--- src/ctp_cfg.svh ---
// Purpose: Offsets, field positions, reset values and divider terminals
// Assumes: Included by the timer pair package and testbench
// Notes:   Definitions only
`ifndef CTP_CFG_SVH
`define CTP_CFG_SVH

// ----------------------------------------------------------------
// Register byte offsets
// ----------------------------------------------------------------
`define CTP_OFS_CTRL_LOW 8'h00
`define CTP_OFS_CTRL_HIGH 8'h04
`define CTP_OFS_CNT_LOW 8'h08
`define CTP_OFS_CNT_HIGH 8'h0C
`define CTP_OFS_PER_LOW 8'h10
`define CTP_OFS_PER_HIGH 8'h14
`define CTP_OFS_FLAGS 8'h18

// ----------------------------------------------------------------
// Control fields
// ----------------------------------------------------------------
`define CTP_BIT_RUN 15
`define CTP_BIT_IDLE_STOP 13
`define CTP_BIT_GATE 6
`define CTP_BIT_PS_HI 5
`define CTP_BIT_PS_LO 4
`define CTP_BIT_CASCADE 3
`define CTP_BIT_CLK_SRC 1
`define CTP_MASK_CTRL_LOW 16'hA07A
`define CTP_MASK_CTRL_HIGH 16'hA072
`define CTP_FLAG_LOW 0
`define CTP_FLAG_HIGH 1

// ----------------------------------------------------------------
// Reset values
// ----------------------------------------------------------------
`define CTP_RST_CTRL 16'h0000
`define CTP_RST_COUNT 16'h0000
`define CTP_RST_PERIOD 16'hFFFF

// ----------------------------------------------------------------
// Prescaler terminal counts
// ----------------------------------------------------------------
`define CTP_TERM_DIV1 8'h00
`define CTP_TERM_DIV8 8'h07
`define CTP_TERM_DIV64 8'h3F
`define CTP_TERM_DIV256 8'hFF

`endif

--- src/ctp_pkg.sv ---
// Purpose: Types shared by the timer pair
// Assumes: ctp_cfg.svh gives field positions
// Notes:   Control word unpacked into a struct
`default_nettype none
package ctp_pkg;
  `include "ctp_cfg.svh"

  typedef struct packed {
    logic run;
    logic idle_stop;
    logic gate_en;
    logic [1:0] prescale;
    logic cascade;
    logic clk_src;
  } ctp_ctrl_t;

  typedef enum logic [1:0] {
    CTP_BUS_IDLE = 2'b00,
    CTP_BUS_WRITE = 2'b01,
    CTP_BUS_READ = 2'b10
  } ctp_bus_state_t;

  typedef struct packed {
    logic adc_trigger;
    logic dma_req_low;
    logic dma_req_high;
  } ctp_events_t;

  function automatic ctp_ctrl_t ctp_unpack(input logic [15:0] r);
    ctp_ctrl_t c;
    c.run = r[`CTP_BIT_RUN];
    c.idle_stop = r[`CTP_BIT_IDLE_STOP];
    c.gate_en = r[`CTP_BIT_GATE];
    c.prescale = r[`CTP_BIT_PS_HI:`CTP_BIT_PS_LO];
    c.cascade = r[`CTP_BIT_CASCADE];
    c.clk_src = r[`CTP_BIT_CLK_SRC];
    return c;
  endfunction

  function automatic logic [7:0] ctp_term(input logic [1:0] ps);
    logic [7:0] t;
    case (ps)
      2'b11: t = `CTP_TERM_DIV256;
      2'b10: t = `CTP_TERM_DIV64;
      2'b01: t = `CTP_TERM_DIV8;
      default: t = `CTP_TERM_DIV1;
    endcase
    return t;
  endfunction
endpackage
`default_nettype wire

--- src/ctp_timer_pair.sv ---
// Purpose: Cascadable pair of 16-bit synchronous timers on AHB-Lite
// Assumes: Pins synchronous to clk; single word transfers only
// Notes:   Index 0 is the low (even) timer, index 1 the high (odd)
//
// Notes on behaviour
// [RULE_01] Cascade bit set joins pair into 32 bits
// [RULE_02] Cascade clear gives two independent timers
// [RULE_03] Cascaded: odd control register fully ignored
// [RULE_04] Cascaded: even clock/gate, odd flag raised
// [RULE_05] Odd count is upper word, even lower
// [RULE_06] Odd period upper word, even period lower
// [RULE_07] Cascaded 32-bit period match raises interrupt
// [RULE_08] Run bit starts or stops selected timer
// [RULE_09] Idle-stop halts timer during idle mode
// [RULE_10] Gate enable ignored with external clock
// [RULE_11] Prescale codes divide by 256, 64, 8, 1
// [RULE_12] Clock source picks pin edges or clk
// [RULE_13] Unimplemented control bits read zero always
// [RULE_14] Synchronous operation only, no asynchronous counting
// [RULE_15] Only first pair drives converter trigger
// [RULE_16] Only first pair issues DMA requests
// [RULE_17] Only first pair exports count time base
// [RULE_18] Gate falling edge raises timer interrupt
// [RULE_19] Period match clears count, sets flag
// [RULE_20] Gated mode counts only while gate high
//
// The implementer's own choices: the register offsets and the AHB-Lite interface to the registers.
`timescale 1ns/1ns
`default_nettype none
module ctp_timer_pair #(
  parameter bit IS_FIRST_PAIR = 1'b1
) (
  input wire logic clk,
  input wire logic rst,
  input wire logic hsel,
  input wire logic [31:0] haddr,
  input wire logic [1:0] htrans,
  input wire logic hwrite,
  input wire logic [2:0] hsize,
  input wire logic [31:0] hwdata,
  input wire logic hready,
  output logic hreadyout,
  output logic hresp,
  output logic [31:0] hrdata,
  input wire logic idle_mode,
  input wire logic ext_clock_pin_low,
  input wire logic ext_clock_pin_high,
  output logic [1:0] irq_flags,
  output ctp_pkg::ctp_events_t events,
  output logic [15:0] low_time_base,
  output logic [15:0] high_time_base
);
  import ctp_pkg::*;

  // ----------------------------------------------------------------
  // Register state
  // ----------------------------------------------------------------
  logic [15:0] ctrl_low;
  logic [15:0] ctrl_high;
  logic [15:0] low_count_word;
  logic [15:0] high_count_word;
  logic [15:0] low_period_word;
  logic [15:0] high_period_word;
  ctp_bus_state_t state;
  logic [7:0] addr_q;

  // ----------------------------------------------------------------
  // Bus decode
  // ----------------------------------------------------------------
  wire accept = hsel & htrans[1] & hready;
  wire wr_en = (state == CTP_BUS_WRITE);
  wire wr_ctrl_low = wr_en & (addr_q == `CTP_OFS_CTRL_LOW);
  wire wr_ctrl_high = wr_en & (addr_q == `CTP_OFS_CTRL_HIGH);
  wire wr_cnt_low = wr_en & (addr_q == `CTP_OFS_CNT_LOW);
  wire wr_cnt_high = wr_en & (addr_q == `CTP_OFS_CNT_HIGH);
  wire wr_per_low = wr_en & (addr_q == `CTP_OFS_PER_LOW);
  wire wr_per_high = wr_en & (addr_q == `CTP_OFS_PER_HIGH);
  wire wr_flags = wr_en & (addr_q == `CTP_OFS_FLAGS);
  wire [15:0] wdata = hwdata[15:0];

  // ----------------------------------------------------------------
  // Effective control
  // ----------------------------------------------------------------
  ctp_ctrl_t ctl [2];
  wire casc = ctl[0].cascade; // see [RULE_01] [RULE_02]
  assign ctl[0] = ctp_unpack(ctrl_low);
  assign ctl[1] = ctp_unpack(ctrl_high);

  // ----------------------------------------------------------------
  // Clock input, gate and prescaler per timer
  // ----------------------------------------------------------------
  // Pin stages: s1 only feeds s2, edges come from s2 against s3.
  // Everything runs on clk, so no asynchronous counter exists.
  logic [1:0] pin_in;
  logic [1:0] s1;
  logic [1:0] s2;
  logic [1:0] s3;
  logic [7:0] pre [2];
  logic [1:0] tick;
  logic [1:0] raw_en;
  logic [1:0] gate_fall;
  logic [1:0] gated;
  assign pin_in = {ext_clock_pin_high, ext_clock_pin_low};

  for (genvar i = 0; i < 2; i++) begin : g_tmr
    wire rise = s2[i] & ~s3[i];
    wire fall = ~s2[i] & s3[i];
    wire halted = ctl[i].idle_stop & idle_mode; // see [RULE_09]
    wire [7:0] term = ctp_term(ctl[i].prescale); // see [RULE_11]
    assign gated[i] = ctl[i].gate_en & ~ctl[i].clk_src; // see [RULE_10]
    // see [RULE_12] [RULE_20] [RULE_14] [RULE_08]
    assign raw_en[i] = ctl[i].run & ~halted &
      (ctl[i].clk_src ? rise : (~gated[i] | s2[i]));
    assign tick[i] = raw_en[i] & (pre[i] == term);
    assign gate_fall[i] = gated[i] & ctl[i].run & fall; // see [RULE_18]

    always_ff @(posedge clk or posedge rst) begin
      if (rst) begin
        s1[i] <= 1'b0;
        s2[i] <= 1'b0;
        s3[i] <= 1'b0;
      end else begin
        s1[i] <= pin_in[i];
        s2[i] <= s1[i];
        s3[i] <= s2[i];
      end
    end

    always_ff @(posedge clk or posedge rst) begin
      if (rst) begin
        pre[i] <= 8'h00;
      end else if (!ctl[i].run) begin
        pre[i] <= 8'h00;
      end else if (raw_en[i]) begin
        pre[i] <= (pre[i] == term) ? 8'h00 : pre[i] + 8'h01;
      end
    end
  end

  // ----------------------------------------------------------------
  // Counting
  // ----------------------------------------------------------------
  // see [RULE_05] [RULE_06]
  wire [31:0] full_cnt = {high_count_word, low_count_word};
  wire [31:0] full_per = {high_period_word, low_period_word};
  wire full_match = (full_cnt == full_per);
  wire [31:0] full_next = full_match ? 32'h0000_0000 : full_cnt + 32'h1;
  wire match_low = (low_count_word == low_period_word);
  wire match_high = (high_count_word == high_period_word);
  wire [15:0] low_next = match_low ? 16'h0000 : low_count_word + 16'h1;
  wire [15:0] high_next = match_high ? 16'h0000 : high_count_word + 16'h1;
  // In cascade the odd timer follows the even tick only. see [RULE_03]
  wire step_low = tick[0];
  wire step_high = casc ? tick[0] : tick[1];
  wire [15:0] next_low_count = casc ? full_next[15:0] : low_next;
  wire [15:0] next_high_count = casc ? full_next[31:16] : high_next;
  // see [RULE_19] [RULE_07] [RULE_04]
  wire hit_low = ~casc & tick[0] & match_low;
  wire hit_high = casc ? (tick[0] & full_match) : (tick[1] & match_high);
  wire set_low = hit_low | (~casc & gate_fall[0]);
  wire set_high = hit_high | (casc ? gate_fall[0] : gate_fall[1]);
  wire [1:0] flag_set = {set_high, set_low};
  wire [1:0] flag_clr = wr_flags ? wdata[1:0] : 2'b00;
  // Set wins over a clear in the same cycle
  wire [1:0] next_flags = (irq_flags & ~flag_clr) | flag_set;

  always_ff @(posedge clk or posedge rst) begin
    if (rst) begin
      low_count_word <= `CTP_RST_COUNT;
    end else if (wr_cnt_low) begin
      low_count_word <= wdata;
    end else if (step_low) begin
      low_count_word <= next_low_count;
    end
  end

  always_ff @(posedge clk or posedge rst) begin
    if (rst) begin
      high_count_word <= `CTP_RST_COUNT;
    end else if (wr_cnt_high) begin
      high_count_word <= wdata;
    end else if (step_high) begin
      high_count_word <= next_high_count;
    end
  end

  always_ff @(posedge clk or posedge rst) begin
    if (rst) begin
      irq_flags <= 2'b00;
    end else begin
      irq_flags <= next_flags;
    end
  end

  // ----------------------------------------------------------------
  // Control and period registers
  // ----------------------------------------------------------------
  always_ff @(posedge clk or posedge rst) begin
    if (rst) begin
      ctrl_low <= `CTP_RST_CTRL;
      ctrl_high <= `CTP_RST_CTRL;
      low_period_word <= `CTP_RST_PERIOD;
      high_period_word <= `CTP_RST_PERIOD;
    end else begin
      // see [RULE_13]
      if (wr_ctrl_low) ctrl_low <= wdata & `CTP_MASK_CTRL_LOW;
      if (wr_ctrl_high) ctrl_high <= wdata & `CTP_MASK_CTRL_HIGH;
      if (wr_per_low) low_period_word <= wdata;
      if (wr_per_high) high_period_word <= wdata;
    end
  end

  // ----------------------------------------------------------------
  // Consumer outputs
  // ----------------------------------------------------------------
  // Later pairs tie these low. see [RULE_15] [RULE_16] [RULE_17]
  always_ff @(posedge clk or posedge rst) begin
    if (rst) begin
      events <= '0;
      low_time_base <= 16'h0000;
      high_time_base <= 16'h0000;
    end else begin
      events.adc_trigger <= IS_FIRST_PAIR & hit_high;
      events.dma_req_low <= IS_FIRST_PAIR & set_low;
      events.dma_req_high <= IS_FIRST_PAIR & set_high;
      low_time_base <= IS_FIRST_PAIR ? low_count_word : 16'h0000;
      high_time_base <= IS_FIRST_PAIR ? high_count_word : 16'h0000;
    end
  end

  // ----------------------------------------------------------------
  // AHB-Lite slave
  // ----------------------------------------------------------------
  // Reads take one wait state so a write in the preceding data
  // phase is always visible to the read that follows it.
  wire [15:0] rd_mux =
    (addr_q == `CTP_OFS_CTRL_LOW) ? ctrl_low :
    (addr_q == `CTP_OFS_CTRL_HIGH) ? ctrl_high :
    (addr_q == `CTP_OFS_CNT_LOW) ? low_count_word :
    (addr_q == `CTP_OFS_CNT_HIGH) ? high_count_word :
    (addr_q == `CTP_OFS_PER_LOW) ? low_period_word :
    (addr_q == `CTP_OFS_PER_HIGH) ? high_period_word :
    (addr_q == `CTP_OFS_FLAGS) ? {14'h0000, irq_flags} : 16'h0000;
  wire ctp_bus_state_t next_state =
    (state == CTP_BUS_READ) ? CTP_BUS_IDLE :
    !accept ? CTP_BUS_IDLE :
    hwrite ? CTP_BUS_WRITE : CTP_BUS_READ;

  always_ff @(posedge clk or posedge rst) begin
    if (rst) begin
      state <= CTP_BUS_IDLE;
      addr_q <= 8'h00;
      hreadyout <= 1'b1;
      hresp <= 1'b0;
      hrdata <= 32'h0000_0000;
    end else begin
      state <= next_state;
      hresp <= 1'b0;
      case (state)
        CTP_BUS_READ: begin
          hrdata <= {16'h0000, rd_mux};
          hreadyout <= 1'b1;
        end
        default: begin
          if (accept) begin
            addr_q <= {haddr[7:2], 2'b00};
            hreadyout <= hwrite;
          end
        end
      endcase
    end
  end
endmodule // ctp_timer_pair
`default_nettype wire

--- config.mk ---
export PLATFORM = sky130hd
export DESIGN_NAME = ctp_timer_pair
export DESIGN_NICKNAME = d
export VERILOG_FILES = /design/src/ctp_pkg.sv /design/src/ctp_timer_pair.sv
export VERILOG_INCLUDE_DIRS = /design/src
export SDC_FILE = /design/constraint.sdc
export NUM_CORES = 1
export LEC_CHECK = 0
export BUFFER_PORTS_ARGS = -buffer_cell sky130_fd_sc_hd__buf_4
export CAP_MARGIN = 20
export CORE_MARGIN = 10
export CORE_UTILIZATION = 51
export DETAILED_ROUTE_END_ITERATION = 6
export HOLD_SLACK_MARGIN = 0.08
export PLACE_DENSITY = 0.75
export SLEW_MARGIN = 5
export SYNTH_ARGS = -nofsm -noshare
export SYNTH_HDL_FRONTEND = slang
export SYNTH_SLANG_ARGS = --single-unit
--- constraint.sdc ---
create_clock -name clk -period 5.7 [get_ports clk]
set_input_delay 1.14 -clock clk [delete_from_list [all_inputs] [get_ports clk]]
set_output_delay 1.14 -clock clk [all_outputs]
set_load 0.01 [all_outputs]
; ---- Word-level counts from Yosys, hierarchy flattened
; Cells that the tools add are included.
[classes]
addsub = 5
eq_ne = 21
muxes = 35
bitwise_logic = 51
reduce_logical = 5
[op_table]
columns = cell, n
row1 = 16-bit two-way mux, 14
row2 = 8-bit two-way mux, 6
row3 = 8-bit case mux with 3 select lines, 2
row4 = "16-bit by 1-bit adder with 16-bit output, second input constant", 2
row5 = "32-bit by 1-bit adder with 32-bit output, second input constant", 1
row6 = 1-bit AND, 32
row7 = 16-bit == test, 2
row8 = 32-bit == test, 1
row9 = 32-bit two-way mux, 1
row10 = "6-bit by 3-bit == test with 1-bit output, second input constant", 3
row11 = "8-bit by 1-bit adder with 8-bit output, second input constant", 2
row12 = 8-bit == test, 2
row13 = "6-bit by 2-bit == test with 1-bit output, second input constant", 2
row14 = 1-bit NOT, 12
row15 = "2-bit == test, second input constant", 5
row16 = 2-bit two-way mux, 5
row17 = 8-bit logical NOT, 1
row18 = 1-bit two-way mux, 7
row19 = "2-bit by 1-bit == test with 1-bit output, second input constant", 3
row20 = "6-bit by 1-bit == test with 1-bit output, second input constant", 1
row21 = 2-bit nonzero test, 3
row22 = "2-bit by 1-bit inequality test with 1-bit output, second input constant", 2
row23 = 1-bit bitwise OR, 4
row24 = 2-bit AND, 1
row25 = 3 further kinds, 3
[totals]
ff_bits = 161
in_bits = 77
output_inout_bits = 71
elab_cells = 141

; ---- Depth between registers and ports, before layout
[logic_depth]
word_depth = 11
ltp_mapped = 9
ltp_nobuf = 8

; ---- Least setup slack after synthesis
; Ideal clock, no wire load.
[synth_timing]
path_type = input to register
startpoint = input port idle_mode
endpoint = register high_count_word[15]
setup_time_ns = 0.130
arrival_time_ns = 2.844
required_time_ns = 5.570
slack_ns = 2.726
cell_stages = 7
path_buffers = 0
path_cell_list = and2_1 a2111oi_1 and2_1 a221oi_2 or4_1 nand3_1 o211ai_1
[synth_between]
elab_chain_len = 7
word_cells_on_any_way = 12
cone_classes = mux: 1 / bitwise: 10 / reduce/logical: 1
[synth_rtl]
columns = element, line_no
row1 = from (decl), ctp_timer_pair.sv:45  ; input wire logic idle_mode,
row2 = 1-bit AND, ctp_timer_pair.sv:108  ; wire halted = ctl[i].idle_stop & idle_mode;
row3 = 1-bit NOT, ctp_timer_pair.sv:112  ; assign raw_en[i] = ctl[i].run & ~halted &
row4 = 1-bit AND (2 in a row), ctp_timer_pair.sv:112
row5 = 1-bit AND, ctp_timer_pair.sv:114  ; assign tick[i] = raw_en[i] & (pre[i] == term);
row6 = 1-bit two-way mux (*), ctp_timer_pair.sv:154  ; wire step_high = casc ? tick[0] : tick[1];
row7 = 2-bit nonzero test (no line) (*), --
row8 = to (signal assigned), ctp_timer_pair.sv:179  ; high_count_word <= `CTP_RST_COUNT;
row9 = to (signal assigned), ctp_timer_pair.sv:181  ; high_count_word <= wdata;
row10 = to (signal assigned), ctp_timer_pair.sv:183  ; high_count_word <= next_high_count;
row11 = to (decl), ctp_timer_pair.sv:61  ; logic [15:0] high_count_word;
; Mark *: on every way between the ends. The rest lies on a longest branch, timed or not.
; A chain may end at the register's enable or synchronous reset.

; ---- Final worst setup path
[layout_timing]
startpoint = input port idle_mode
endpoint = register low_count_word[10]
[layout_between]
elab_chain_len = 6
[layout_rtl]
columns = element, line_no
row1 = 1-bit AND, ctp_timer_pair.sv:108
row2 = 1-bit NOT, ctp_timer_pair.sv:112
row3 = 1-bit AND (2 in a row), ctp_timer_pair.sv:112
row4 = 1-bit AND, ctp_timer_pair.sv:114
row5 = 2-bit nonzero test (no line), --
row6 = to (signal assigned), ctp_timer_pair.sv:169  ; low_count_word <= `CTP_RST_COUNT;
row7 = to (signal assigned), ctp_timer_pair.sv:171  ; low_count_word <= wdata;
row8 = to (signal assigned), ctp_timer_pair.sv:173  ; low_count_word <= next_low_count;
row9 = to (decl), ctp_timer_pair.sv:60  ; logic [15:0] low_count_word;
; Every way passes these cells.

==> results.sh <==
export IMPL_coreArea_sq_um=15400
export IMPL_synth_top_area_frac=0.397
export IMPL_cp_slowest_stage_delay_ns=0.80
export IMPL_clk_path_buf_depth=2
export IMPL_ys_ff_latch=161
export IMPL_wl_per_cell_microns=22.4
export IMPL_post_drt_via_cell_ratio=6.19
export IMPL_r2r_cells=6
export IMPL_cts_buffers_inserted=17
export IMPL_grt_start_max_net_pins=117
export IMPL_async_reset_ff_frac=1.00
export IMPL_synthDistinctLibCells=76
export IMPL_fmax_ghz=0.309
export IMPL_rrSetupSlack_ns=2.58
export IMPL_regArea_sq_um=4070
export IMPL_p_per_area_nw_per_um2=380
export IMPL_critical_path_class="primary input to register"
export IMPL_post_route_min_period_ns=3.24
export IMPL_drtAntennaViolNets=0
export IMPL_die_w_microns=146
export IMPL_post_route_period_util=0.568
export IMPL_endpoint_kind="register"
export IMPL_cts_max_level=4
export IMPL_antenna_found_initial=0
export IMPL_min_from="s1[1]"
export IMPL_cts_setup_buffers=0
export IMPL_area_growth_pct=16.6
export IMPL_cp_slowest_cell="a2111oi_1"
export IMPL_synth_flop_cell="dfrtp_1"
export IMPL_ys_top_cells_by_count="128 x dfrtp_1, 80 x o21ai_0, 76 x nand2_1, 48 x mux2_2, 36 x nor2_1"
export IMPL_start_util=0.525
export IMPL_synth_most_common_cell="dfrtp_1"
export IMPL_drv_cap=0
export IMPL_route_detailed_drc=0
export IMPL_status="finished clean"
export IMPL_wl_met1_microns=10400
export IMPL_nFillCells=1260
export IMPL_num_vias=6554
export IMPL_fin_tns_setup_ns=0
export IMPL_met2_length_microns=10600
export IMPL_dieArea_sq_um=21300
export IMPL_synth_cells=767
export IMPL_worst_setup_path_start_kind="primary input"
export IMPL_nets=915
export IMPL_whs_endpoint="s2[1]"
export IMPL_synth_edf_count=0
export IMPL_ctsHoldBuffers=0
export IMPL_yosysTopAreaCell="dfrtp_1"
export IMPL_slew_headroom=0.361
export IMPL_cts_tree="done"
export IMPL_required_ns=6.08
export IMPL_multi_input_area_sq_um=3710
export IMPL_clock_latency_ns=0.44
export IMPL_holdWs_ns=0.360
export IMPL_grt_usage=0.219
export IMPL_setup_viol=0
export IMPL_rr_startpoint="addr_q[7]"
export IMPL_dp_hpwl_microns=16700
export IMPL_netlist_area_sq_um=8080
export IMPL_maxSlewViolCount=0
export IMPL_clockRootBuffer="clkbuf_16"
export IMPL_grt_pass1_vias=6461
export IMPL_cp_max_fo=15
export IMPL_grt_pass1_wl_microns=37200
export IMPL_clk_transition_reported_paths_ns=0.06
export IMPL_hold_depth=0
export IMPL_power_total_mw=3.58
export IMPL_dieHeight_microns=146
export IMPL_top_layer="met4"
export IMPL_drive_gt1_frac=0.256
export IMPL_hold_viol=0
export IMPL_worst_pin_slew_ns=0.955
export IMPL_crit_path_cell_trace="buf_4, and2_1, a2111oi_1, and2_1, nand2_1, nor4_1, a221o_1"
export IMPL_grt_overflow=0
export IMPL_ir_worst_vdd_mv=0.236
export IMPL_pin_count=148
export IMPL_yosysWarnings=0
export IMPL_cts_resized_gates=0
export IMPL_fin_skew_ns=0.00655
export IMPL_leakage_nw=3.94
export IMPL_io_buffers=84
export IMPL_hold_class="register to register"
export IMPL_diodes=0
export IMPL_arrival_ns=3.62
export IMPL_ys_seq_area_frac=0.504
export IMPL_rsz0062_at_grt="no"
export IMPL_place_gp_congestion=0.951
export IMPL_rr_endpoint="high_count_word[13]"
export IMPL_synth_area_top_cells="dfrtp_1 40%, dfstp_2 11%, mux2_2 6.7%"
export IMPL_drt_pass1_iterations=6
export IMPL_num_rows=45
export IMPL_dr_first_iter_drc_count=749
export IMPL_wl_met3_microns=2010
export IMPL_avgSynthCellArea_sq_um=10.5
export IMPL_crit_top_cell="and2_1"
export IMPL_wl_microns=23700
export IMPL_clkSinkCount=161
-- stage by stage --
stage                     cell area, sq um  cells  setup slack [ns]   util
after global placement                8770   1024              2.13  0.570
after floorplan                       8140    783             0.266      -
after detailed placement              8770   1024              2.11  0.570
final                                 9420   1058              2.46  0.613
after CTS                             9370   1056              2.49  0.610
after global routing                  9420   1058              2.35  0.613
-- flip-flops by register name (all words and copies together), names as in the netlist, 3 cells and up --
register / flops
ctrl_low: 7
low_time_base: 16
events: 3
low_count_word: 16
ctrl_high: 6
low_period_word: 16
pre: 16
high_time_base: 16
high_period_word: 16
addr_q: 6
hrdata: 16
high_count_word: 16
-- metal layers --
layer  vias up  GRT usage
li1       2928          -
met1      3250      0.302
met2       322      0.320
met3        54     0.0627
met4         0     0.0784
met5         -          0
-- final cells by class --
cell class                      count  share of cell area
Sequential cell                   161               0.432
Multi-Input combinational cell    552               0.395
Timing Repair Buffer               92              0.0763
Clock buffer                       22              0.0472
Tap cell                          211              0.0280
Clock inverter                     10              0.0171
Inverter                           10             0.00452
-- kinds of logic after synthesis --
group	count (synthesis)	share of synthesized area
other	1	0.000464
adders and majority gates	4	0.00620
xor gates and xnor gates	36	0.0390
AOI/OAI and AO/OA	203	0.170
buffers and inverters	70	0.0440
DFF	161	0.504
muxes	59	0.0821
and+or+nand+nor	233	0.154
-- where the power goes --
group / internal (mW) / total (mW) / switching, mW / leakage [nW]
clock: 0.731 / 1.20 / 0.465 / 0.284
sequential: 1.31 / 1.54 / 0.230 / 2.00
combinational: 0.349 / 0.840 / 0.490 / 1.65
total: 2.39 / 3.58 / 1.19 / 3.94
-- placed cells by master, fill, tap and decap left out, types with 18 or more instances in the layout --
| master | count |
|---|---|
| nand2_1 | 76 |
| buf_4 | 90 |
| dfstp_2 | 33 |
| a21oi_1 | 21 |
| o21ai_0 | 80 |
| dfrtp_1 | 128 |
| nor2_1 | 36 |
| xnor2_1 | 35 |
| mux2_2 | 48 |
| nand4_1 | 18 |
-- worst max path at each step --
stage / end / slack, ns / startpoint / cells after the start
after floorplan: addr_q[2] / 0.27 / rst / 1
after CTS: low_count_word[10] / 2.49 / idle_mode / 7
after detailed placement: high_count_word[13] / 2.11 / idle_mode / 9
after global placement: high_count_word[15] / 2.13 / idle_mode / 9
after global routing: high_count_word[13] / 2.35 / idle_mode / 9
final: low_count_word[10] / 2.46 / idle_mode / 7
-- worst max-delay path, delay by kind of cell --
kind / cells / cell delay (ns)
AO/OA/AOI/OAI: 2 / 0.97
buffers and inverters: 1 / 0.12
AND/OR/NAND/NOR: 4 / 1.38
No activity file was read; power rests on OpenSTA's default activity.
